--- src/hw/pw_map.svh ---
// Register offsets, field positions, field encodings, response codes and timing constants of the power/wake controller
`ifndef PW_MAP_SVH
`define PW_MAP_SVH

`define PW_OFF_CTRL 8'h00
`define PW_OFF_WAKE 8'h04
`define PW_OFF_ISTS 8'h08
`define PW_OFF_IEN 8'h0C
`define PW_OFF_PHY 8'h10

`define PW_B_READY 0
`define PW_B_PIN_EN 1
`define PW_B_PIN_IND 2
`define PW_B_WSTS 4
`define PW_B_LAN_EN 9
`define PW_B_MODE 12
`define PW_B_ENERGY_DETECT_WAKE_ENABLE 14
`define PW_B_INT_WAKE 0
`define PW_B_PHY_GPD 0
`define PW_B_PHY_EDPD 1

`define PW_MODE_NORMAL 2'h0
`define PW_MODE_LAN 2'h1
`define PW_MODE_ED 2'h2
`define PW_WS_LAN 2'h2
`define PW_WS_ED 2'h1
`define PW_WAKE_RD_VAL 32'h00000000

`define PW_RESP_OKAY 2'h0
`define PW_RESP_SLVERR 2'h2

`define PW_CLOCK_KHZ 40000
`define PW_PULSE_MS 50
`define PW_READY_MS 2
`define PW_CNT_W 22

`endif

--- src/hw/pw_pkg.sv ---
// Types of the power/wake controller
package pw_pkg;

    typedef enum logic [2:0] {
        PW_ST_NORMAL = 3'h1,
        PW_ST_LAN = 3'h2,
        PW_ST_ED = 3'h4
    } pw_state_t;

    typedef struct packed {
        logic [1:0] s1;
        logic [1:0] s2;
    } pw_sync_s_t;

    typedef struct packed {
        pw_state_t st;
        logic ready;
        logic rd_seen;
        logic [21:0] rdy_cnt;
        logic [21:0] pulse_cnt;
        logic [1:0] mode;
        logic [1:0] wsts;
        logic lan_en;
        logic energy_detect_wake_enable;
        logic pin_en;
        logic pin_ind;
        logic interrupt_status_register;
        logic int_en;
        logic phy_gpd;
        logic phy_edpd;
        logic phy_rst;
        logic wake_pin;
        logic irq;
        logic mac_clk_en;
        logic host_clk_en;
        logic mac_pm_clk_en;
        logic int_clk_en;
        logic aw_got;
        logic [7:0] awaddr;
        logic w_got;
        logic [31:0] wdata;
        logic [3:0] wstrb;
        logic awready;
        logic wready;
        logic bvalid;
        logic [1:0] bresp;
        logic arready;
        logic rvalid;
        logic [1:0] rresp;
        logic [31:0] rdata;
    } pw_ctrl_s_t;

endpackage

--- src/hw/pw_sync.sv ---
// Two-flop synchroniser for the wake detector inputs
`timescale 1ns/10ps
`default_nettype none
module pw_sync
    import pw_pkg::*;
(
    input wire logic clock,
    input wire logic rst_n,
    input wire logic clock_en,
    input wire logic [1:0] d,
    output logic [1:0] q
);
    pw_sync_s_t s_reg;
    pw_sync_s_t s_next;

    always_comb begin
        s_next.s1 = d;
        s_next.s2 = s_reg.s1;
    end

    always_ff @(posedge clock) begin
        if (!rst_n) begin
            s_reg <= '0;
        end else if (clock_en) begin
            s_reg <= s_next;
        end
    end

    assign q = s_reg.s2;
endmodule
`default_nettype wire

--- src/hw/pw_ctrl.sv ---
// Power-state and wake-event controller with AXI4-Lite register slave
//
// Register access over AXI4-Lite and the placing of the registers were chosen for this implementation.
`timescale 1ns/10ps
`default_nettype none
`include "pw_map.svh"
module pw_ctrl
    import pw_pkg::*;
#(
    parameter int unsigned PULSE_CYCLES = `PW_PULSE_MS * `PW_CLOCK_KHZ,
    parameter int unsigned READY_CYCLES = `PW_READY_MS * `PW_CLOCK_KHZ
) (
    input wire logic clock,
    input wire logic rst_n,
    input wire logic clock_en,
    input wire logic s_axi_awvalid,
    output logic s_axi_awready,
    input wire logic [7:0] s_axi_awaddr,
    input wire logic [2:0] s_axi_awprot,
    input wire logic s_axi_wvalid,
    output logic s_axi_wready,
    input wire logic [31:0] s_axi_wdata,
    input wire logic [3:0] s_axi_wstrb,
    output logic s_axi_bvalid,
    input wire logic s_axi_bready,
    output logic [1:0] s_axi_bresp,
    input wire logic s_axi_arvalid,
    output logic s_axi_arready,
    input wire logic [7:0] s_axi_araddr,
    input wire logic [2:0] s_axi_arprot,
    output logic s_axi_rvalid,
    input wire logic s_axi_rready,
    output logic [31:0] s_axi_rdata,
    output logic [1:0] s_axi_rresp,
    input wire logic wake_frame_det,
    input wire logic carrier_det,
    output logic wake_event_pin,
    output logic host_irq,
    output logic mac_clk_en,
    output logic host_clk_en,
    output logic mac_pm_clk_en,
    output logic internal_clk_en,
    output logic phy_powerdown,
    output logic phy_energy_detect_powerdown,
    output logic phy_reset
);
    localparam logic [21:0] PULSE_LD = `PW_CNT_W'(PULSE_CYCLES);
    localparam logic [21:0] READY_LD = `PW_CNT_W'(READY_CYCLES);
    localparam pw_ctrl_s_t PW_RST = '{st: PW_ST_NORMAL, rdy_cnt: READY_LD, default: '0};

    // ----------------------------------------------------------------
    // Helpers
    // ----------------------------------------------------------------
    function automatic logic [7:0] pw_word(input logic [7:0] a);
        return {a[7:2], 2'b00};
    endfunction

    function automatic logic pw_mapped(input logic [7:0] a);
        logic [7:0] w;
        w = pw_word(a);
        return (w == `PW_OFF_CTRL) || (w == `PW_OFF_WAKE) || (w == `PW_OFF_ISTS) ||
               (w == `PW_OFF_IEN) || (w == `PW_OFF_PHY);
    endfunction

    function automatic logic pw_wake_sig(input logic [1:0] ws, input logic le, input logic ee);
        return (ws[1] & le) | (ws[0] & ee);
    endfunction

    pw_ctrl_s_t s_reg;
    pw_ctrl_s_t s_next;
    logic [1:0] det_s;
    logic [31:0] wmask;
    logic [7:0] wa;
    logic [7:0] ra;
    logic is_sleep;
    logic wr_do;
    logic wr_wake;
    logic wr_ok;
    logic ar_do;
    logic rd_ok;
    logic ev_lan;
    logic ev_ed;
    logic wake_sig;

    // ----------------------------------------------------------------
    // Detector inputs, write mask and decode
    // ----------------------------------------------------------------
    pw_sync u_sync (
        .clock(clock),
        .rst_n(rst_n),
        .clock_en(clock_en),
        .d({carrier_det, wake_frame_det}),
        .q(det_s)
    );

    generate
        for (genvar b = 0; b < 4; b++) begin : g_mask
            assign wmask[8*b +: 8] = {8{s_reg.wstrb[b]}};
        end
    endgenerate

    assign wa = pw_word(s_reg.awaddr);
    assign ra = pw_word(s_axi_araddr);
    assign is_sleep = s_reg.st != PW_ST_NORMAL;
    assign wr_do = s_reg.aw_got && s_reg.w_got && !s_reg.bvalid;
    assign wr_wake = wr_do && is_sleep && (wa == `PW_OFF_WAKE);
    assign wr_ok = wr_do && !is_sleep && s_reg.ready && s_reg.rd_seen;
    assign ar_do = s_reg.arready && s_axi_arvalid;
    // only control readable while not ready
    assign rd_ok = (ra == `PW_OFF_CTRL) || (!is_sleep && s_reg.ready);
    assign ev_lan = (s_reg.st == PW_ST_LAN) && det_s[0] && !s_reg.wsts[1];
    assign ev_ed = (s_reg.st == PW_ST_ED) && det_s[1] && !s_reg.wsts[0];
    assign wake_sig = pw_wake_sig(s_reg.wsts, s_reg.lan_en, s_reg.energy_detect_wake_enable);

    // ----------------------------------------------------------------
    // Next state
    // ----------------------------------------------------------------
    always_comb begin
        s_next = s_reg;
        s_next.phy_rst = 1'b0;
        if (s_reg.awready && s_axi_awvalid) begin
            s_next.aw_got = 1'b1;
            s_next.awaddr = s_axi_awaddr;
        end
        if (s_reg.wready && s_axi_wvalid) begin
            s_next.w_got = 1'b1;
            s_next.wdata = s_axi_wdata;
            s_next.wstrb = s_axi_wstrb;
        end
        if (s_reg.bvalid && s_axi_bready) begin
            s_next.bvalid = 1'b0;
        end
        if (wr_do) begin
            s_next.aw_got = 1'b0;
            s_next.w_got = 1'b0;
            s_next.bvalid = 1'b1;
            s_next.bresp = pw_mapped(s_reg.awaddr) ? `PW_RESP_OKAY : `PW_RESP_SLVERR;
        end
        if (s_reg.st == PW_ST_NORMAL && !s_reg.ready) begin
            if (s_reg.rdy_cnt == '0) begin
                s_next.ready = 1'b1;
            end else begin
                s_next.rdy_cnt = s_reg.rdy_cnt - 22'h000001;
            end
        end
        if (wr_ok) begin
            case (wa)
                `PW_OFF_CTRL: begin
                    if (wmask[`PW_B_PIN_EN]) s_next.pin_en = s_reg.wdata[`PW_B_PIN_EN];
                    if (wmask[`PW_B_PIN_IND]) s_next.pin_ind = s_reg.wdata[`PW_B_PIN_IND];
                    if (wmask[`PW_B_LAN_EN]) s_next.lan_en = s_reg.wdata[`PW_B_LAN_EN];
                    if (wmask[`PW_B_ENERGY_DETECT_WAKE_ENABLE]) s_next.energy_detect_wake_enable = s_reg.wdata[`PW_B_ENERGY_DETECT_WAKE_ENABLE];
                    s_next.wsts = s_reg.wsts & ~(s_reg.wdata[`PW_B_WSTS +: 2] & wmask[`PW_B_WSTS +: 2]);
                    if (wmask[`PW_B_MODE] && s_reg.wdata[`PW_B_MODE +: 2] == `PW_MODE_LAN) begin
                        s_next.st = PW_ST_LAN;
                        s_next.mode = `PW_MODE_LAN;
                        s_next.ready = 1'b0;
                    end
                    if (wmask[`PW_B_MODE] && s_reg.wdata[`PW_B_MODE +: 2] == `PW_MODE_ED) begin
                        s_next.st = PW_ST_ED;
                        s_next.mode = `PW_MODE_ED;
                        s_next.ready = 1'b0;
                    end
                end
                `PW_OFF_ISTS: begin
                    if (wmask[`PW_B_INT_WAKE] && s_reg.wdata[`PW_B_INT_WAKE] && !wake_sig) begin
                        s_next.interrupt_status_register = 1'b0;
                    end
                end
                `PW_OFF_IEN: begin
                    if (wmask[`PW_B_INT_WAKE]) s_next.int_en = s_reg.wdata[`PW_B_INT_WAKE];
                end
                `PW_OFF_PHY: begin
                    if (wmask[`PW_B_PHY_GPD]) begin
                        s_next.phy_gpd = s_reg.wdata[`PW_B_PHY_GPD];
                        s_next.phy_rst = s_reg.phy_gpd && !s_reg.wdata[`PW_B_PHY_GPD];
                    end
                    if (wmask[`PW_B_PHY_EDPD]) s_next.phy_edpd = s_reg.wdata[`PW_B_PHY_EDPD];
                end
                default: begin
                end
            endcase
        end
        if (ev_lan) s_next.wsts[1] = 1'b1;
        if (ev_ed) s_next.wsts[0] = 1'b1;
        if (ev_lan || ev_ed) s_next.interrupt_status_register = 1'b1;
        if (ev_lan || ev_ed) begin
            s_next.pulse_cnt = PULSE_LD;
        end else if (s_reg.pulse_cnt != '0) begin
            s_next.pulse_cnt = s_reg.pulse_cnt - 22'h000001;
        end
        if (ar_do) begin
            s_next.rvalid = 1'b1;
            s_next.rd_seen = 1'b1;
            s_next.rresp = (pw_mapped(s_axi_araddr) && rd_ok) ? `PW_RESP_OKAY : `PW_RESP_SLVERR;
            s_next.rdata = '0;
            if (rd_ok) begin
                case (ra)
                    `PW_OFF_CTRL: begin
                        s_next.rdata[`PW_B_READY] = s_reg.ready;
                        s_next.rdata[`PW_B_PIN_EN] = s_reg.pin_en;
                        s_next.rdata[`PW_B_PIN_IND] = s_reg.pin_ind;
                        s_next.rdata[`PW_B_WSTS +: 2] = s_reg.wsts;
                        s_next.rdata[`PW_B_LAN_EN] = s_reg.lan_en;
                        s_next.rdata[`PW_B_MODE +: 2] = s_reg.mode;
                        s_next.rdata[`PW_B_ENERGY_DETECT_WAKE_ENABLE] = s_reg.energy_detect_wake_enable;
                    end
                    `PW_OFF_WAKE: s_next.rdata = `PW_WAKE_RD_VAL;
                    `PW_OFF_ISTS: s_next.rdata[`PW_B_INT_WAKE] = s_reg.interrupt_status_register;
                    `PW_OFF_IEN: s_next.rdata[`PW_B_INT_WAKE] = s_reg.int_en;
                    `PW_OFF_PHY: begin
                        s_next.rdata[`PW_B_PHY_GPD] = s_reg.phy_gpd;
                        s_next.rdata[`PW_B_PHY_EDPD] = s_reg.phy_edpd;
                    end
                    default: begin
                    end
                endcase
            end
        end
        if (s_reg.rvalid && s_axi_rready) begin
            s_next.rvalid = 1'b0;
        end
        if (wr_wake) begin
            s_next.st = PW_ST_NORMAL;
            s_next.mode = `PW_MODE_NORMAL;
            s_next.ready = 1'b0;
            s_next.rdy_cnt = READY_LD;
            s_next.rd_seen = 1'b0;
        end
        s_next.awready = !s_next.aw_got && !s_next.bvalid;
        s_next.wready = !s_next.w_got && !s_next.bvalid;
        s_next.arready = !s_next.rvalid;
        s_next.mac_clk_en = s_next.st == PW_ST_NORMAL;
        s_next.host_clk_en = s_next.st == PW_ST_NORMAL;
        s_next.mac_pm_clk_en = s_next.st != PW_ST_ED;
        s_next.int_clk_en = s_next.st != PW_ST_ED;
        s_next.wake_pin = s_next.pin_en && pw_wake_sig(s_next.wsts, s_next.lan_en, s_next.energy_detect_wake_enable) &&
                          (!s_next.pin_ind || s_next.pulse_cnt != '0);
        s_next.irq = s_next.interrupt_status_register && s_next.int_en;
    end

    always_ff @(posedge clock) begin
        if (!rst_n) begin
            s_reg <= PW_RST;
        end else if (clock_en) begin
            s_reg <= s_next;
        end
    end

    assign s_axi_awready = s_reg.awready;
    assign s_axi_wready = s_reg.wready;
    assign s_axi_bvalid = s_reg.bvalid;
    assign s_axi_bresp = s_reg.bresp;
    assign s_axi_arready = s_reg.arready;
    assign s_axi_rvalid = s_reg.rvalid;
    assign s_axi_rdata = s_reg.rdata;
    assign s_axi_rresp = s_reg.rresp;
    assign wake_event_pin = s_reg.wake_pin;
    assign host_irq = s_reg.irq;
    assign mac_clk_en = s_reg.mac_clk_en;
    assign host_clk_en = s_reg.host_clk_en;
    assign mac_pm_clk_en = s_reg.mac_pm_clk_en;
    assign internal_clk_en = s_reg.int_clk_en;
    assign phy_powerdown = s_reg.phy_gpd;
    assign phy_energy_detect_powerdown = s_reg.phy_edpd;
    assign phy_reset = s_reg.phy_rst;
endmodule
`default_nettype wire

--- config.mk ---
export PLATFORM = sky130hd
export DESIGN_NAME = pw_ctrl
export DESIGN_NICKNAME = d
export VERILOG_FILES = /design/src/hw/pw_pkg.sv /design/src/hw/pw_sync.sv /design/src/hw/pw_ctrl.sv
export VERILOG_INCLUDE_DIRS = /design/src /design/src/hw
export SDC_FILE = /design/constraint.sdc
export NUM_CORES = 1
export LEC_CHECK = 0
export BUFFER_PORTS_ARGS = -buffer_cell sky130_fd_sc_hd__buf_4
export CAP_MARGIN = 20
export CORE_AREA = 2 2 120 122
export CTS_BUF_LIST = sky130_fd_sc_hd__clkbuf_4
export DETAILED_ROUTE_END_ITERATION = 12
export DIE_AREA = 0 0 122 124
export PLACE_DENSITY_LB_ADDON = 0.12
export SYNTH_ARGS = -nofsm -noshare
export SYNTH_HDL_FRONTEND = slang
export SYNTH_SLANG_ARGS = --single-unit
--- constraint.sdc ---
create_clock -name clock -period 5.3 [get_ports clock]
set_input_delay 1.06 -clock clock [delete_from_list [all_inputs] [get_ports clock]]
set_output_delay 1.06 -clock clock [all_outputs]
set_load 0.005 [all_outputs]
# [After elaboration in Yosys (flattened, before gate mapping)]
# Index checks and enable logic that the tools add are counted.
# Widths: inputs -> output; s select.
[classes] muxes=49 add_sub_neg=2 bitwise_logic=9 n_eq_ne=17 reduce_logical=72
[ops] op="$mux 22" count=4
[ops] op="$reduce_bool 22->1" count=2
[ops] op="$sub 22x1->22 const B" count=2
[ops] op="$mux 37" count=1
[ops] op="$mux 35" count=1
[ops] op="$logic_and 1x1->1" count=29
[ops] op="$mux 27" count=1
[ops] op="$eq 6x2->1 const B" count=4
[ops] op="$mux 1" count=23
[ops] op="$logic_not 22->1" count=1
[ops] op="$logic_not 8->1" count=2
[ops] op="$mux 4" count=4
[ops] op="$mux 15" count=1
[ops] op="$mux 13" count=1
[ops] op="$eq 6x1->1 const B" count=2
[ops] op="$eq 6x3->1 const B" count=2
[ops] op="$logic_not 1->1" count=12
[ops] op="$logic_not 6->1" count=2
[ops] op="$mux 2" count=6
[ops] op="$logic_or 1x1->1" count=11
[ops] op="$reduce_and 2->1" count=5
[ops] op="$mux 3" count=3
[ops] op="$mux 9" count=1
[ops] op="$mux 8" count=1
[ops] op="18 further kinds" count=28
[totals] reg_bits=157 in_bits=68 word_cells=184 output_inout_bits=50

# [Longest topological paths before layout]
# Gate-level depths: netlist (run 1).
[logic_depth] word_depth=12 mapped_depth=11 mapped_depth_nobuf=9

# [Modules after synthesis]
# From an unflattened synthesis (run 1), not the netlist that was laid out.
[hier_totals] hier_cells=668 hier_area_um2=5457.7
[modules_own_cells] mod="pw_ctrl" area_per_inst_um2=5301.3 seq_area_each_um2=2021.9 instances=1 cells_per_inst=655
[modules_own_cells] mod="pw_sync" area_per_inst_um2=156.4 seq_area_each_um2=80.1 instances=1 cells_per_inst=13

# [Worst setup path after synthesis (run 1)]
# Ideal clock, no wire load.
[synth_path] path_type="input -> register" startpoint="in clock_en" endpoint="reg s_reg[145] (netlist bit)" setup_time_ns=0.128 required_time_ns=5.172 path_buffers=1 setup_slack_ns=2.333 arrival_time_ns=2.839 path_stages=8 path_cell_list="clkbuf_1 inv_1 nor3b_1 o41ai_4 a2111oi_2 nor2b_1 xnor2_1 nor2_1"
[synth_between] elab_chain_len=1
[synth_lines] item="start, declared" line="pw_ctrl.sv:15" source="input wire logic clock_en,"
[synth_lines] item="$reduce_and 3->1 (no line)"
[synth_lines] item="end signal, assigned" line="pw_ctrl.sv:246" source="s_reg <= s_next;"
[synth_lines] item="end, declared" line="pw_ctrl.sv:69" source="pw_ctrl_s_t s_reg;"
# Every way passes these cells.
# A chain may end at the register's enable or synchronous reset.

# [Worst setup path in the final report (run 1)]
[layout_path] startpoint="reg s_reg[123] (netlist bit)" endpoint="reg s_reg, in the netlist wake_event_pin"
[layout_between] elab_chain_len=6 word_cells_on_any_way=7 cone_classes="1 x add/sub; 2 x mux; 4 x reduce/logical"
[layout_lines] item="$sub 22x1->22 or $reduce_bool 22->1 (tied branches)" line="pw_ctrl.sv:190, pw_ctrl.sv:189"
[layout_lines] item="$mux 22 (*)" line="pw_ctrl.sv:189" source="end else if (s_reg.pulse_cnt != '0) begin"
[layout_lines] item="$mux 22 (*)" line="pw_ctrl.sv:187" source="if (ev_lan || ev_ed) begin"
[layout_lines] item="$reduce_bool 22->1 (*)" line="pw_ctrl.sv:238" source="(!s_next.pin_ind || s_next.pulse_cnt != '0);"
[layout_lines] item="$logic_or 1x1->1 (*)" line="pw_ctrl.sv:238"
[layout_lines] item="$logic_and 1x1->1 (*)" line="pw_ctrl.sv:237" source="s_next.wake_pin = s_next.pin_en && pw_wake_sig(s_next.wsts, s_next.lan_en, s_next.energy_detect_wake_enable) & ..."
# Every way passes the cells marked *; elsewhere a longest branch is shown, timed or not.

==> results of run 1 <==
[Yosys cell counts (3+ instances only)]
library cell | n | area share (%)
nand2_1 | 71 | 4.9
inv_1 | 16 | 1.1
nand2b_1 | 6 | 0.69
buf_4 | 38 | 5.3
xor2_1 | 14 | 2.3
dfxtp_1 | 105 | 39
buf_1 | 6 | 0.42
buf_2 | 3 | 0.28
nand4_1 | 9 | 1.0
or2_2 | 4 | 0.46
nor4b_1 | 3 | 0.49
mux2i_1 | 28 | 5.2
and3_1 | 7 | 0.81
a31oi_1 | 4 | 0.46
nor3b_1 | 5 | 0.69
a21oi_1 | 50 | 4.6
xnor2_1 | 12 | 1.9
nor4_1 | 17 | 2.0
nor2b_1 | 10 | 1.2
or3_1 | 7 | 0.81
o22ai_1 | 3 | 0.35
nand3b_1 | 3 | 0.42
clkbuf_1 | 22 | 1.5
or4_1 | 7 | 0.97
nand3_1 | 17 | 1.6
or4_4 | 3 | 0.63
nor2_1 | 109 | 7.6
a211oi_1 | 11 | 1.5
a22oi_1 | 12 | 1.7
o21ai_0 | 16 | 1.5
nor3_1 | 19 | 1.8
a221oi_1 | 3 | 0.49
[power by group through the flow]
stage	combinational, mW	sequential [mW]	clock, mW
2_1_floorplan	0.622	0.924	0
3_3_place_gp	0.717	0.971	0
3_5_place_dp	0.729	0.972	0
4_1_cts	0.733	0.956	0.463
5_1_grt	0.829	0.972	0.492
6_report	0.740	0.958	0.444
[cell families (layout without fill, tap and decap cells)]
kind of cell             Yosys count  after routing  synth area share [%]
other                              1             25               0.06939
buffers and inverters             86             92                 8.706
flip-flops                       105            105                 38.90
XOR/XNOR                          26             26                 4.214
AND/OR/NAND/NOR                  306            306                 27.55
AO/OA/AOI/OAI                    120            120                 14.49
multiplexers                      30             30                 5.603
adder cells (fa/ha/maj)            2              2                0.4630
[critical path: stages (launching register included)]
cell,delay (ns)
dfxtp_1,0.40
or4_1,0.61
nor4_2,0.82
a21oi_1,0.35
a21boi_0,0.22
or4_1,0.48
nor3_1,0.17
a211oi_1,0.09
[cell usage in the layout, fill, tap and decap left out, types with 7 or more instances in the layout]
master / count
clkbuf_4: 10
buf_4: 60
o21ai_0: 16
nor2_1: 109
nand2_1: 71
xnor2_1: 12
nor2b_1: 10
nor3_1: 19
a21oi_1: 50
or4_1: 7
or3_1: 7
conb_1: 25
and3_1: 7
mux2i_1: 28
nand4_1: 9
a22oi_1: 12
dfxtp_1: 105
inv_1: 15
xor2_1: 14
nor4_1: 16
nand3_1: 17
a211oi_1: 11
[worst paths after layout]
check                   endpoint
setup / recovery  wake_event_pin
setup reg to reg  wake_event_pin
hold / removal        s_reg[150]
hold reg to reg       s_reg[150]
[metrics by stage]
stage / util [%] / setup WS (ns) / std cells
final: 43.11 / 2.027 / 886
after global routing: 43.11 / 1.751 / 886
after CTS: 43.11 / 2.065 / 886
after detailed placement: 42.02 / 1.927 / 870
after global placement: 42.02 / 2.032 / 870
after floorplan: - / 2.333 / 700
[layer usage]
layer / up-vias / routed length [um] / global-route usage, % / part of all wire (%)
met4: 0 / 182 / 5.244 / 1.3
met1: 2229 / 6335 / 24.10 / 47
li1: 2366 / - / - / -
met3: 11 / 654 / 4.762 / 4.8
met5: - / 0 / 0 / 0
met2: 117 / 6414 / 30.69 / 47
[final cells by class]
class	instances	area share (%)
Inverter	16	1.015
Timing Repair Buffer	60	7.616
Clock buffer	10	1.269
Multi-Input combinational cell	509	49.50
Clock inverter	6	1.248
Tap cell	180	3.808
Sequential cell	105	35.54
==> flow_metrics.tcl, run 1 <==
set metrics [dict create \
    cp_data_arrival_time_ns 3.61 \
    root_buffer "clkbuf_4" \
    peakVddDrop_mv 0.1485 \
    multi_input_area_mm2 0.002928 \
    drc 0 \
    grt_max_degree 49 \
    syn_area_per_cell_um2 7.994 \
    min-delay-start "s_reg[150]" \
    finClkSkew_ns 0.01744 \
    core-area_mm2 0.01372 \
    switching_share_pct 38.25 \
    cap_violations 0 \
    syn_inst 676 \
    gp_congestion 0.8500 \
    crit_path_start_kind "flip-flop" \
    synth_seq_cells 105 \
    wl_um 13590 \
    largest_reg_flops 78 \
    cts_tree "done" \
    clk_pin_slew_worst_paths_ns 0.16 \
    ant_nets 0 \
    power_mw 2.142 \
    synth_area_mm2 0.005404 \
    num_vias 4723 \
    min_path_cells 2 \
    grt_pass1_wl_um 22130 \
    postPlaceCellArea_mm2 0.005766 \
    numCtsBuffers 9 \
    cts_buffer_depth 2 \
    required_ns 5.64 \
    finalCritPeriodShare_pct 61.76 \
    slew_violations 0 \
    io_pins 118 \
    postCtsSetupBuffers 0 \
    synth-seq-area-share_pct 38.90 \
    ys_dominant_reg_cell "dfxtp_1" \
    path_max_fanout 11 \
    fin_area_mm2 0.005914 \
    p_sw_uw 819.3 \
    crit_start "s_reg[123]" \
    hold_slack_ns 0.4594 \
    tns_ns 0 \
    initial_utilization_pct 39.39 \
    crit_type "flip-flop to flip-flop" \
    r2r_slack_ns 2.03 \
    setup_viol 0 \
    synth_edf_count 0 \
    wl_per_cell_um 15.34 \
    fill_cells 1425 \
    tightest_slew_ns 0.9170 \
    antenna_found_initial 0 \
    grt_pass1_vias 4419 \
    postCtsResizedCells 0 \
    insertion_delay_ns 0.48 \
    status "complete, no violations" \
    port_buffers 57 \
    drive_gt1_share_pct 13.74 \
    ys_types 60 \
    slew_headroom_pct 38.36 \
    synth_async_sr_flop_share_pct 0 \
    register_area_mm2 0.002102 \
    fmax_mhz 305.5 \
    syn2layout_area_growth_pct 9.447 \
    hold_class "flip-flop to flip-flop" \
    yosysWarningCount 0 \
    p_clk_share_pct 20.7 \
    cellPowerDensity_mw_per_mm2 362.2 \
    dp_hpwl_um 9655 \
    overflow 0 \
    h-tree-depth 3 \
    worstSetupEndpointType "flip-flop" \
    rr_startpoint "s_reg[123]" \
    vias_per_cell 5.331 \
    pwr-share-comb_pct 34.5 \
    die_w_um 122 \
    drt_iter0_drc 322 \
    period_minus_slack_ns 3.273 \
    diodes 0 \
    p_leak_nw 2.376 \
    rr_worst_depth 7 \
    holdBufCountCts 0 \
    grt_setup_unrepaired "no" \
    die_h_um 124 \
    grt_usage_pct 18.59 \
    row_count 43 \
    hold_viol_final 0 \
    cts.sinks 105 \
    firstDrtPassIters 5 \
    nets 771 \
    power_frac_seq_pct 44.7 \
    die_area_mm2 0.01513 \
    internal_power_mw 1.323 \
]
Note: power is estimated with default switching activity, not from simulation.
==> run 2, diff against run 1 <==
==> constraint.sdc (replaced) <==
create_clock -name clock -period 2.8 [get_ports clock]
set_input_delay 0.56 -clock clock [delete_from_list [all_inputs] [get_ports clock]]
set_output_delay 0.56 -clock clock [all_outputs]
set_load 0.005 [all_outputs]
==> flow_metrics.tcl, run 2 (synthesis results as in run 1) <==
set metrics [dict create \
    layout_commonest_cell "nor2_1" \
    nets 806 \
    gp_congestion 0.8659 \
    row_count 43 \
    rr_worst_depth 9 \
    p_sw_mw 1.645 \
    antenna_found_initial 0 \
    drt-met1-wl_um 6449 \
    min_path_cells 3 \
    period_minus_slack_ns 2.670 \
    drt_iter0_drc 331 \
    wl_per_cell_um 15.36 \
    die_area_mm2 0.01513 \
    cts_buffer_depth 2 \
    power_mw 4.363 \
    crit_path_start_kind "flip-flop" \
    ant_nets 0 \
    die_w_um 122 \
    wl_um 14140 \
    tightest_slew_ns 0.6004 \
    cts_tree "done" \
    postLayoutCoreUtil_pct 45.32 \
    slew_violations 0 \
    initial_utilization_pct 39.39 \
    die_h_um 124 \
    dp.cells 904 \
    final_cell_mix "109 x nor2_1, 105 x dfxtp_1, 94 x buf_4" \
    crit_type "flip-flop to flip-flop" \
    wl_met2_um 6760 \
    cp_data_arrival_time_ns 3.05 \
    core-area_mm2 0.01372 \
    reg2reg_to "wake_event_pin" \
    drc 0 \
    grt_setup_unrepaired "no" \
    grt_pass1_vias 4555 \
    diodes 0 \
    peakVddDrop_mv 0.3466 \
    hold_class "input port to flip-flop" \
    finClkSkew_ns 0.02209 \
    setup_viol 0 \
    stdcell_count 921 \
    grt_usage_pct 19.47 \
    status "complete, no violations" \
    internal_power_mw 2.717 \
    port_buffers 57 \
    hold_path_end "s_reg[59]" \
    holdBufCountCts 0 \
    h-tree-depth 3 \
    vias_per_cell 5.302 \
    slew_headroom_pct 59.87 \
    cts.sinks 105 \
    firstDrtPassIters 4 \
    overflow 0 \
    rr_startpoint "s_reg[106]" \
    finalCritPeriodShare_pct 95.36 \
    numCtsBuffers 9 \
    required_ns 3.18 \
    drive_gt1_share_pct 18.35 \
    grt_pass1_wl_um 22950 \
    root_buffer "clkbuf_4" \
    path_max_fanout 5 \
    min-delay-start "s_axi_wdata[14]" \
    fmax_mhz 374.5 \
    cellPowerDensity_mw_per_mm2 701.7 \
    r2r_slack_ns 0.13 \
    worstSetupEndpointType "flip-flop" \
    switching_share_pct 37.71 \
    largest_reg_flops 78 \
    grt_max_degree 56 \
    p_leak_nw 2.560 \
    hold_viol_final 0 \
    wl_met3_um 684 \
    tns_ns 0 \
    clk_pin_slew_worst_paths_ns 0.17 \
    dp_hpwl_um 10350 \
    p_clk_share_pct 19.0 \
    num_vias 4883 \
    top_layer "met4" \
    io_pins 118 \
    syn2layout_area_growth_pct 15.05 \
    insertion_delay_ns 0.48 \
    pwr-share-comb_pct 40.6 \
    cap_violations 0 \
    power_frac_seq_pct 40.4 \
]
## run 2: cell count changes in the layout (fill, tap and decap cells not counted), sizes merged
cell | previous run | this run
clkbuf | 10 | 9
clkinvlp | 1 | 0
inv | 18 | 19
clkinv | 2 | 3
buf | 60 | 95
## run 2: worst max-delay path, stage by stage (launching register included)
cell and delay [ns]:
dfxtp_1 0.34, inv_1 0.05, ha_1 0.16, or4b_1 0.49, or4_4 0.55, nand2_1 0.09, nand4_1 0.08, or4_1 0.51
nor3_1 0.20, a211oi_1 0.10
## run 2: layer usage
layer,track usage [%],up-vias
met2,32.51,109
met4,6.466,0
met1,24.77,2318
met5,0,-
met3,4.625,23
li1,-,2433
## run 2: through the flow
step	worst slack, ns	cell area [um^2]	hold slack [ns]
2_1_floorplan	0.02205	5494	0.4210
3_3_place_gp	0.1153	6027	0.4393
3_5_place_dp	0.09463	6027	0.4413
4_1_cts	0.08887	6170	0.2588
5_1_grt	0.004695	6217	0.2456
6_report	0.1298	6217	0.2980
## run 2: final cells by class
cell class	instances	area, um^2
Clock buffer	9	67.56
Fill cell	1397	7502
Multi-Input combinational cell	509	2962
Tap cell	180	225.2
Clock inverter	7	75.07
Sequential cell	105	2102
Inverter	16	60.06
Timing Repair Buffer	95	725.7
## run 2: power by group through the flow
stage / clock, mW / sequential (mW) / combinational, mW
2_1_floorplan: 0 / 1.75 / 1.18
3_3_place_gp: 0 / 1.78 / 1.66
3_5_place_dp: 0 / 1.79 / 1.69
4_1_cts: 0.866 / 1.76 / 1.70
5_1_grt: 0.939 / 1.78 / 1.98
6_report: 0.828 / 1.76 / 1.77
## run 2: worst max-delay path by stage
stage	startpoint	slack, ns	endpoint	depth (start not counted)
finish	s_reg[106]	0.13	wake_event_pin	9
global placement	s_reg[106]	0.12	wake_event_pin	11
CTS	s_reg[152]	0.09	s_reg[135]	8
global route	s_reg[107]	0.005	wake_event_pin	9
detailed placement	s_reg[152]	0.09	s_reg[135]	8
floorplan	s_reg[106]	0.02	wake_event_pin	10
## run 2: repair_timing
| action | 4_1_cts | 5_1_grt |
|---|---|---|
| setup endpoints to repair | 0 | 5 |
| resized for setup | 0 | 7 |
| setup buffers | 0 | 1 |
